**config.mk**
```make
export PLATFORM = sky130hd
export DESIGN_NAME = cosled_status_led
export DESIGN_NICKNAME = d
export VERILOG_FILES = /design/src/hdl/cosled_pkg.sv /design/src/hdl/cosled_status_led.sv /design/src/hdl/cosled_pattern.sv
export SDC_FILE = /design/constraint.sdc
export NUM_CORES = 1
export LEC_CHECK = 0
export BUFFER_PORTS_ARGS = -buffer_cell sky130_fd_sc_hd__buf_4
export CORE_ASPECT_RATIO = 0.9
export CORE_MARGIN = 5
export CORE_UTILIZATION = 40
export CTS_CLUSTER_DIAMETER = 40
export DETAILED_ROUTE_END_ITERATION = 7
export PLACE_DENSITY = 0.69
export RECOVER_POWER = 100
export SETUP_SLACK_MARGIN = 0.5
export SLEW_MARGIN = 20
export SYNTH_ARGS = -nofsm -noshare
export SYNTH_HDL_FRONTEND = slang
export SYNTH_SLANG_ARGS = --single-unit
```
**constraint.sdc**
```tcl
create_clock -name clk_sys -period 2.8 [get_ports clk_sys]
set_clock_uncertainty 0.05 [all_clocks]
set_input_delay 0.14 -clock clk_sys [delete_from_list [all_inputs] [get_ports clk_sys]]
set_output_delay 0.14 -clock clk_sys [all_outputs]
set_load 0.1 [all_outputs]
```
**src/hdl/cosled_pkg.sv**
```systemverilog
package cosled_pkg;

  // ==========================================================================
  // Clock and time base
  localparam int unsigned CLK_PERIOD_NS = 10;
  localparam int unsigned MS_IN_NS = 1000000;
  // Cycles per millisecond tick of the pattern timebase
  localparam int unsigned MS_TICK_CYCLES = MS_IN_NS / CLK_PERIOD_NS;

  // ==========================================================================
  // Pattern phase times, in milliseconds
  localparam int unsigned MS_W = 11;
  localparam logic [MS_W-1:0] FLICKER_ON_MS = 11'h032;   // 50 ms
  localparam logic [MS_W-1:0] FLICKER_OFF_MS = 11'h032;  // 50 ms
  localparam logic [MS_W-1:0] BLINK_ON_MS = 11'h0C8;     // 200 ms
  localparam logic [MS_W-1:0] BLINK_OFF_MS = 11'h0C8;    // 200 ms
  localparam logic [MS_W-1:0] FLASH_ON_MS = 11'h0C8;     // 200 ms
  localparam logic [MS_W-1:0] FLASH_GAP_MS = 11'h0C8;    // 200 ms
  localparam logic [MS_W-1:0] FLASH_LONG_OFF_MS = 11'h3E8; // 1,000 ms
  localparam logic [MS_W-1:0] MS_ZERO = 11'h000;
  localparam logic [MS_W-1:0] MS_ONE = 11'h001;

  // ==========================================================================
  // Display patterns and shown conditions
  typedef enum logic [2:0] {
    PAT_OFF = 3'h0,
    PAT_ON = 3'h1,
    PAT_FLICKER = 3'h2,
    PAT_BLINK = 3'h3,
    PAT_SINGLE = 3'h4,
    PAT_DOUBLE = 3'h5
  } cosled_pat_type;

  typedef enum logic [2:0] {
    COND_RESET = 3'h0,
    COND_AUTOBAUD = 3'h1,
    COND_BUSOFF = 3'h2,
    COND_ERRCTL = 3'h3,
    COND_WARN = 3'h4,
    COND_STOPPED = 3'h5,
    COND_PREOP = 3'h6,
    COND_OPER = 3'h7
  } cosled_cond_type;

  typedef enum logic [1:0] {
    NMT_RESET = 2'h0,
    NMT_STOPPED = 2'h1,
    NMT_PREOP = 2'h2,
    NMT_OPER = 2'h3
  } cosled_nmt_type;

  // ==========================================================================
  // Register map
  typedef struct packed {
    logic autoBaud;
    logic busOff;
    logic errCtrlEvent;
    logic warnLimit;
    cosled_nmt_type nmtState;
    logic slaveMode;
  } cosled_ctrl_type;

  localparam int unsigned CTRL_W = 7;
  localparam logic [7:0] CTRL_OFFSET = 8'h00;
  localparam logic [7:0] STATUS_OFFSET = 8'h04;
  localparam logic [CTRL_W-1:0] CTRL_RESET = 7'h00;
  localparam int unsigned STATUS_RED_BIT = 4;
  localparam int unsigned STATUS_GREEN_BIT = 5;
  localparam logic [1:0] RESP_OKAY = 2'h0;
  localparam logic [1:0] RESP_SLVERR = 2'h2;
  localparam logic [31:0] DATA_ZERO = 32'h0000_0000;

endpackage : cosled_pkg

```
**src/hdl/cosled_status_led.sv**
```systemverilog
// Function
// - During node reset both red and green stay dark.
// - Stopped state: green single flash.
// - Pre-operational state: green blinking.
// - Operational state: green steadily on.
// - Error counter at warning level: red single flash.
// - Guarding or heartbeat event: red double flash.
// - Bus off: red steadily on.
// - Slave mode auto bit-rate detection: flicker alternating red and green.
// - Flicker: 50 ms on, 50 ms off, 10 Hz.
// - Blink: 200 ms on, 200 ms off, 2.5 Hz.
// - Single flash: 200 ms on, 1000 ms off, repeating.
// - Double flash: 200 on, 200 off, 200 on, 1000 off, repeating.
// - Steady on is continuously lit, steady off continuously dark.
module cosled_status_led #(
  parameter int unsigned TICK_CYCLES = cosled_pkg::MS_TICK_CYCLES,
  parameter int unsigned ADDR_W = 8
) (
  input wire logic clk_sys,
  input wire logic reset,
  input wire logic [ADDR_W-1:0] s_axi_awaddr,
  input wire logic [2:0] s_axi_awprot,
  input wire logic s_axi_awvalid,
  output logic s_axi_awready,
  input wire logic [31:0] s_axi_wdata,
  input wire logic [3:0] s_axi_wstrb,
  input wire logic s_axi_wvalid,
  output logic s_axi_wready,
  output logic [1:0] s_axi_bresp,
  output logic s_axi_bvalid,
  input wire logic s_axi_bready,
  input wire logic [ADDR_W-1:0] s_axi_araddr,
  input wire logic [2:0] s_axi_arprot,
  input wire logic s_axi_arvalid,
  output logic s_axi_arready,
  output logic [31:0] s_axi_rdata,
  output logic [1:0] s_axi_rresp,
  output logic s_axi_rvalid,
  input wire logic s_axi_rready,
  output logic ledRed,
  output logic ledGreen
);
  import cosled_pkg::*;

  // ==========================================================================
  // Address decode
  // Word decode: the two byte-select bits of the address are ignored
  function automatic logic regHit(input logic [ADDR_W-1:0] addr, input logic [7:0] off);
    logic [7:0] offWord;
    offWord = off >> 2;
    regHit = (addr[ADDR_W-1:2] == (ADDR_W-2)'(offWord));
  endfunction : regHit

  // ==========================================================================
  // Write channel: address and data may arrive in either order
  logic awreadyReg;
  logic awreadyNext;
  logic wreadyReg;
  logic wreadyNext;
  logic awHeldReg;
  logic awHeldNext;
  logic wHeldReg;
  logic wHeldNext;
  logic [ADDR_W-1:0] awAddrReg;
  logic [31:0] wDataReg;
  logic [3:0] wStrbReg;
  logic bvalidReg;
  logic bvalidNext;
  logic [1:0] brespReg;
  logic [1:0] brespNext;

  wire logic awTake = s_axi_awvalid && awreadyReg;
  wire logic wTake = s_axi_wvalid && wreadyReg;
  wire logic awHave = awHeldReg || awTake;
  wire logic wHave = wHeldReg || wTake;
  wire logic doWrite = awHave && wHave;
  wire logic [ADDR_W-1:0] wrAddr = awTake ? s_axi_awaddr : awAddrReg;
  wire logic [31:0] wrData = wTake ? s_axi_wdata : wDataReg;
  wire logic [3:0] wrStrb = wTake ? s_axi_wstrb : wStrbReg;
  wire logic wrCtrl = regHit(wrAddr, CTRL_OFFSET);
  wire logic wrStatus = regHit(wrAddr, STATUS_OFFSET);

  assign awHeldNext = awHave && !doWrite;
  assign wHeldNext = wHave && !doWrite;
  assign bvalidNext = doWrite || (bvalidReg && !s_axi_bready);
  // One write in flight: no new address or data while a response waits
  assign awreadyNext = !awHeldNext && !bvalidNext;
  assign wreadyNext = !wHeldNext && !bvalidNext;
  // Status is read only; a write there is ignored but answered OKAY
  wire logic wrMapped = wrCtrl || wrStatus;
  assign brespNext = doWrite ? (wrMapped ? RESP_OKAY : RESP_SLVERR) : brespReg;

  // Readies fall on their own handshake and come back once the response is taken
  always_ff @(posedge clk_sys) begin
    if (reset) begin
      awreadyReg <= 1'b0;
      wreadyReg <= 1'b0;
    end else begin
      awreadyReg <= awreadyNext;
      wreadyReg <= wreadyNext;
    end
  end

  always_ff @(posedge clk_sys) begin
    if (reset) begin
      awHeldReg <= 1'b0;
      wHeldReg <= 1'b0;
    end else begin
      awHeldReg <= awHeldNext;
      wHeldReg <= wHeldNext;
    end
  end

  // ==========================================================================
  // Write response
  always_ff @(posedge clk_sys) begin
    if (reset) begin
      bvalidReg <= 1'b0;
      brespReg <= RESP_OKAY;
    end else begin
      bvalidReg <= bvalidNext;
      brespReg <= brespNext;
    end
  end

  // Payload of whichever half came first, kept until the other half arrives
  always_ff @(posedge clk_sys) begin
    if (awTake) begin
      awAddrReg <= s_axi_awaddr;
    end
    if (wTake) begin
      wDataReg <= s_axi_wdata;
      wStrbReg <= s_axi_wstrb;
    end
  end

  // ==========================================================================
  // Control register: protocol state written by the protocol firmware
  cosled_ctrl_type ctrlReg;
  cosled_ctrl_type ctrlNext;

  // All control bits live in byte lane 0
  assign ctrlNext = (doWrite && wrCtrl && wrStrb[0]) ?
                    cosled_ctrl_type'(wrData[CTRL_W-1:0]) : ctrlReg;

  always_ff @(posedge clk_sys) begin
    if (reset) begin
      ctrlReg <= cosled_ctrl_type'(CTRL_RESET);
    end else begin
      ctrlReg <= ctrlNext;
    end
  end

  // ==========================================================================
  // Condition selection
  cosled_cond_type condReg;
  cosled_cond_type condNext;
  cosled_pat_type patSel;
  logic ledRedReg;
  logic ledRedNext;
  logic ledGreenReg;
  logic ledGreenNext;
  logic patLit;

  wire logic autoBaudOn = ctrlReg.slaveMode && ctrlReg.autoBaud;

  // Reset darkens everything, even a pending bus off; auto baud comes next
  // since no other state is meaningful before the bit rate is known.
  assign condNext = (ctrlReg.nmtState == NMT_RESET) ? COND_RESET :
                    autoBaudOn ? COND_AUTOBAUD :
                    ctrlReg.busOff ? COND_BUSOFF :
                    ctrlReg.errCtrlEvent ? COND_ERRCTL :
                    ctrlReg.warnLimit ? COND_WARN :
                    (ctrlReg.nmtState == NMT_STOPPED) ? COND_STOPPED :
                    (ctrlReg.nmtState == NMT_PREOP) ? COND_PREOP : COND_OPER;

  always_comb begin
    case (condNext)
      COND_RESET: patSel = PAT_OFF;
      COND_AUTOBAUD: patSel = PAT_FLICKER;
      COND_BUSOFF: patSel = PAT_ON;
      COND_ERRCTL: patSel = PAT_DOUBLE;
      COND_WARN: patSel = PAT_SINGLE;
      COND_STOPPED: patSel = PAT_SINGLE;
      COND_PREOP: patSel = PAT_BLINK;
      COND_OPER: patSel = PAT_ON;
      default: patSel = PAT_OFF;
    endcase
  end

  // Any change of the shown condition restarts the pattern at its first lit phase
  wire logic condChange = (condNext != condReg);
  wire logic redCond = (condReg == COND_BUSOFF) || (condReg == COND_ERRCTL) ||
                       (condReg == COND_WARN);
  wire logic greenCond = (condReg == COND_STOPPED) || (condReg == COND_PREOP) ||
                         (condReg == COND_OPER);
  wire logic flickerCond = (condReg == COND_AUTOBAUD);

  // Flicker lights green in the on phase and red in the off phase
  assign ledRedNext = (redCond && patLit) || (flickerCond && !patLit);
  assign ledGreenNext = (greenCond && patLit) || (flickerCond && patLit);

  // ==========================================================================
  // Pattern engine
  cosled_pattern #(
    .TICK_CYCLES(TICK_CYCLES)
  ) u_pattern (
    .clk_sys(clk_sys),
    .reset(reset),
    .restart(condChange),
    .pattern(patSel),
    .lit(patLit)
  );

  // ==========================================================================
  // Displayed condition and LED registers
  always_ff @(posedge clk_sys) begin
    if (reset) begin
      condReg <= COND_RESET;
    end else begin
      condReg <= condNext;
    end
  end

  // Both pins switch on the same edge, so no colour overlap at a change
  always_ff @(posedge clk_sys) begin
    if (reset) begin
      ledRedReg <= 1'b0;
      ledGreenReg <= 1'b0;
    end else begin
      ledRedReg <= ledRedNext;
      ledGreenReg <= ledGreenNext;
    end
  end

  // ==========================================================================
  // Read channel
  logic arreadyReg;
  logic arreadyNext;
  logic rvalidReg;
  logic rvalidNext;
  logic [31:0] rdataReg;
  logic [1:0] rrespReg;

  wire logic arTake = s_axi_arvalid && arreadyReg;
  wire logic rdCtrl = regHit(s_axi_araddr, CTRL_OFFSET);
  wire logic rdStatus = regHit(s_axi_araddr, STATUS_OFFSET);
  wire logic rdMapped = rdCtrl || rdStatus;

  logic [31:0] statusWord;
  always_comb begin
    statusWord = DATA_ZERO;
    statusWord[$bits(cosled_cond_type)-1:0] = condReg;
    statusWord[STATUS_RED_BIT] = ledRedReg;
    statusWord[STATUS_GREEN_BIT] = ledGreenReg;
  end

  // Unmapped reads return zero with SLVERR so a stray address is easy to spot
  wire logic [31:0] rdWord = rdCtrl ? {{(32 - CTRL_W){1'b0}}, ctrlReg} :
                             (rdStatus ? statusWord : DATA_ZERO);

  // One read in flight: the address channel stays closed while data wait
  assign rvalidNext = arTake || (rvalidReg && !s_axi_rready);
  assign arreadyNext = !rvalidNext;

  always_ff @(posedge clk_sys) begin
    if (reset) begin
      arreadyReg <= 1'b0;
      rvalidReg <= 1'b0;
    end else begin
      arreadyReg <= arreadyNext;
      rvalidReg <= rvalidNext;
    end
  end

  // Read data is captured once at the address handshake and held until rready
  always_ff @(posedge clk_sys) begin
    if (reset) begin
      rdataReg <= DATA_ZERO;
      rrespReg <= RESP_OKAY;
    end else if (arTake) begin
      rdataReg <= rdWord;
      rrespReg <= rdMapped ? RESP_OKAY : RESP_SLVERR;
    end
  end

  // ==========================================================================
  // Outputs
  assign s_axi_awready = awreadyReg;
  assign s_axi_wready = wreadyReg;
  assign s_axi_bvalid = bvalidReg;
  assign s_axi_bresp = brespReg;
  assign s_axi_arready = arreadyReg;
  assign s_axi_rvalid = rvalidReg;
  assign s_axi_rdata = rdataReg;
  assign s_axi_rresp = rrespReg;
  assign ledRed = ledRedReg;
  assign ledGreen = ledGreenReg;

endmodule : cosled_status_led

```
**src/hdl/cosled_pattern.sv**
```systemverilog
module cosled_pattern #(
  parameter int unsigned TICK_CYCLES = cosled_pkg::MS_TICK_CYCLES
) (
  input wire logic clk_sys,
  input wire logic reset,
  input wire logic restart,
  input wire cosled_pkg::cosled_pat_type pattern,
  output logic lit
);
  import cosled_pkg::*;

  localparam int unsigned DIV_W = (TICK_CYCLES > 1) ? $clog2(TICK_CYCLES) : 1;
  localparam logic [DIV_W-1:0] DIV_LAST = DIV_W'(TICK_CYCLES - 1);
  localparam logic [DIV_W-1:0] DIV_ZERO = '0;

  // ==========================================================================
  // Phase decoding
  function automatic logic [MS_W-1:0] periodOf(input cosled_pat_type p);
    case (p)
      PAT_BLINK: periodOf = BLINK_ON_MS + BLINK_OFF_MS;
      PAT_SINGLE: periodOf = FLASH_ON_MS + FLASH_LONG_OFF_MS;
      PAT_DOUBLE: periodOf = FLASH_ON_MS + FLASH_GAP_MS + FLASH_ON_MS + FLASH_LONG_OFF_MS;
      default: periodOf = FLICKER_ON_MS + FLICKER_OFF_MS;
    endcase
  endfunction : periodOf

  function automatic logic phaseLit(input cosled_pat_type p, input logic [MS_W-1:0] ms);
    case (p)
      PAT_ON: phaseLit = 1'b1;
      PAT_FLICKER: phaseLit = (ms < FLICKER_ON_MS);
      PAT_BLINK: phaseLit = (ms < BLINK_ON_MS);
      PAT_SINGLE: phaseLit = (ms < FLASH_ON_MS);
      PAT_DOUBLE: phaseLit = (ms < FLASH_ON_MS) ||
        ((ms >= FLASH_ON_MS + FLASH_GAP_MS) &&
         (ms < FLASH_ON_MS + FLASH_GAP_MS + FLASH_ON_MS));
      default: phaseLit = 1'b0;
    endcase
  endfunction : phaseLit

  // ==========================================================================
  // Millisecond timebase and position within the period
  logic [DIV_W-1:0] divReg;
  logic [DIV_W-1:0] divNext;
  logic [MS_W-1:0] msReg;
  logic [MS_W-1:0] msNext;
  logic litReg;
  logic litNext;
  wire logic tickDone = (divReg == DIV_LAST);
  wire logic periodEnd = (msReg == periodOf(pattern) - MS_ONE);

  // Restart clears the divider too, so the first lit phase is full length
  assign divNext = (restart || tickDone) ? DIV_ZERO : divReg + DIV_W'(1);
  assign msNext = restart ? MS_ZERO :
                  (tickDone ? (periodEnd ? MS_ZERO : msReg + MS_ONE) : msReg);
  assign litNext = phaseLit(pattern, msNext);
  assign lit = litReg;

  always_ff @(posedge clk_sys) begin
    if (reset) begin
      divReg <= DIV_ZERO;
      msReg <= MS_ZERO;
      litReg <= 1'b0;
    end else begin
      divReg <= divNext;
      msReg <= msNext;
      litReg <= litNext;
    end
  end

endmodule : cosled_pattern

```
==> results.md <==
* DR DRC count at 0
* Ys Warns at 0
* Core footprint at 9080 um2
* TNS Setup at 0 ns
* Ant diodes at 0
* Num rows at 33
* Routed Antenna Nets at 0
* Asr flop ratio synth at 0%
* Post-Synth Adder-Cell Area at 0.673%
* Die height at 101 um
* Initial antenna violation count at 0
* Post-synthesis sequential area ratio at 38.2%
* Pin count of the biggest net entering global routing at 31
* Critical path capture point type: register
* Max VDD drop at 0.000221 V
* Worst Max-Slew Pin Slew at between 1 and 1.5 ns
* Area grow syn2layout at 21.1%
* Pre-antenna DRT Iters at 4
* Gr usage total at 14.7%
* Synth area leader: dfxtp_1
* Worst skew pair latency at 0.34 ns
* Post-Synth XOR/XNOR Area at under 10%
* Via count at 3091
* Max_cap viols at 0
* Final hold viol count at 0
* Worst slack, placed at 0.241 ns
* Synth Register Bits at 71
* Routed WL per cell at 14.0 um
* Top FF cell, synth: dfxtp_1
* DP HPWL at roughly 5700 um
* Pwr dens at about 510 nW/um2
* Combinational family with the most area after synthesis: simple AND/OR/NAND/NOR gates
* # IOs at 108
* Worst Path Max Fanout at 12
* DR iter-0 viols at 120
* Clock Tree Root: clkbuf_8
* Final hold slack at 0.0536 ns
* First-pass GRT wire length at 13700 um
* RSZ-0062 raised after global routing: yes
* Final min period at 2.38 ns
* Synthesized area at 3720 um2
* Total die area at 11300 um2
* Number of flops mapped to enable cells by yosys at 0
* Final wirelength at between 8000 and 9000 um
* Post-synthesis area per instance at 8.96 um2
* Top cell type's share of synthesized area at a little under two fifths
* CP startpoint kind: register
* F_max at ~420 MHz
* Layout filler cell count at ~850
* Initial Utilization at 40.9%
* Clock transition at the registers of the reported paths at 0.08 ns
* Multiplexer share of the synthesized area at 9.29%
* Pleak at 1.74 nW
* Post-synthesis compound-gate area fraction at 10.3%
* Routed vias/inst at 5.11
* Largest cells by area after synthesis: dfxtp_1 (38%), mux2_2 (6.1%), nor2_1 (5.9%), buf_4 (5.5%), mux2i_1 (3.2%)
* Critical path type: reg -> reg
* Slew Limit Fails at 0
* Vias in the first global route at 2872
* Req. time, crit path at between 2 and 3 ns
* Slew headroom at 19.9%
* Setup WS post-layout at around 0.42 ns
* IO Port Bufs at 42
* Post-Synth Simple-Gate Area at about a quarter
* Worst EP arrival at 2.56 ns
* Grt total ovfl at 0
* Final period util at between 80 and 90%
* # nets final at around 550
* Share of cells above drive strength 1 at 23.0%
* Total CTS buffers at 9
* Clock tree buffer depth at 2
* Die width at between 100 and 150 um
* Unique masters post-synth at 62
* HP Class: in -> reg
* Status: complete, no violations
* Syn Inst Count at 415
* H-tree levels at 3
* RePlAce Congestion at around 0.87
* CTS Sinks at 71
* Final setup viols at 0
* CTS tree: yes
[layout by cell type, fill, tap and decap left out, types with 3 or more instances in the layout]
cell type	synthesis	layout
dfxtp_1	71	63
nor2_1	58	56
buf_4	27	43
conb_1	1	27
nand2_1	25	25
clkbuf_1	13	19
mux2_2	20	16
nand3_1	16	15
dlygate4sd3_1	0	14
xnor2_1	13	13
xor2_1	13	13
mux2i_1	12	12
nand4_1	11	11
nor3_1	11	10
a21oi_1	10	10
clkbuf_8	0	10
a22oi_1	7	7
nor3b_1	7	7
inv_1	7	7
nor2b_1	6	6
nor4_1	7	5
o21ai_0	5	5
dfxtp_2	0	5
mux2_1	0	4
nand2b_1	4	4
and3_1	6	4
and4b_1	3	3
dfxtp_4	0	3
[area by class of cell]
cell class                 count  area (um2)  area share (%)
timing repair buffer          75         531            11.8
inverter                       7        26.3           0.584
multi-input combinational    314        2160            47.9
clock buffer                  11         141            3.14
clock inverter                 5        56.3            1.25
sequential                    71        1440            32.0
tap                          122         153            3.39
[where the power goes]
group	internal (mW)	total [mW]	switching, mW
logic	0.0942	0.379	0.285
registers	1.07	1.09	0.0184
clock network	0.436	0.824	0.388
[critical path, stage by stage, from the launching register on]
cell       delay (ns)
dfxtp_1          0.38
o2bb2ai_1        0.68
nor3b_1          0.18
mux2i_1          0.20
nand4_1          0.17
and3_1           0.28
nand2b_4         0.15
o21ba_1          0.16
[sequential cells by signal, indices dropped and copies added, names as in the netlist, 3 cells and up]
| register | flops |
|---|---|
| u_pattern.divReg | 17 |
| u_pattern.msReg | 11 |
| ctrlReg | 7 |
| s_axi_rdata | 7 |
| wDataReg | 7 |
| awAddrReg | 6 |
| condReg | 3 |
[per-layer routing]
metal / routed length [um] / track usage, %
met4: 121 / 5.43
met1: 4070 / 18.5
met2: 3850 / 24.2
met5: 0 / 0
met3: 441 / 4.18
[kinds of logic (layout without fill, tap and decap cells)]
logic type                 count (synthesis)  count (layout)
buffers and inverters                     56              98
other                                      1              27
AOI/OAI and AO/OA                         49              49
and+or+nand+nor                          178             178
xor gates and xnor gates                  26              26
adders and majority gates                  2               2
DFF                                       71              71
muxes                                     32              32
[final timing paths]
| kind | startpoint | end | slack, ns | depth (start not counted) |
|---|---|---|---|---|
| setup / recovery | ctrlReg[2] | u_pattern.msReg[10] | 0.42 | 7 |
| hold / removal | s_axi_arvalid | s_axi_rresp[1] | 0.05 | 3 |
| setup reg to reg | ctrlReg[2] | u_pattern.msReg[10] | 0.42 | 7 |
| hold reg to reg | u_pattern.divReg[0] | u_pattern.divReg[0] | 0.40 | 1 |
[cells in the mapped netlist, drive strengths merged, types with 3 or more instances]
library cell  number
a21oi             10
a22oi              8
and2b              3
and3               6
and4b              3
buf               35
clkbuf            14
dfxtp             71
inv                7
mux2              20
mux2i             12
nand2             25
nand2b             5
nand3             17
nand4             11
nor2              58
nor2b              6
nor3              14
nor3b              7
nor4               8
o21ai              5
or2                3
or4                3
xnor2             13
xor2              13
[stage by stage]
stage	power [mW]	util, %	area, um2	std cells
floorplan	1.45	-	3820	441
global placement	1.48	44.3	4030	563
detailed placement	1.48	44.3	4030	563
CTS	2.33	48.8	4430	596
global route	2.40	49.6	4500	605
finish	2.29	49.6	4500	605
[repair_timing]
item	in CTS	in global routing
hold buffers	14	0
gates resized for setup	13	21
hold endpoints to repair	14	0
setup buffers	3	9
setup endpoints to repair	19	12
pin swaps	2	11
No activity file was read; power rests on OpenSTA's default activity.
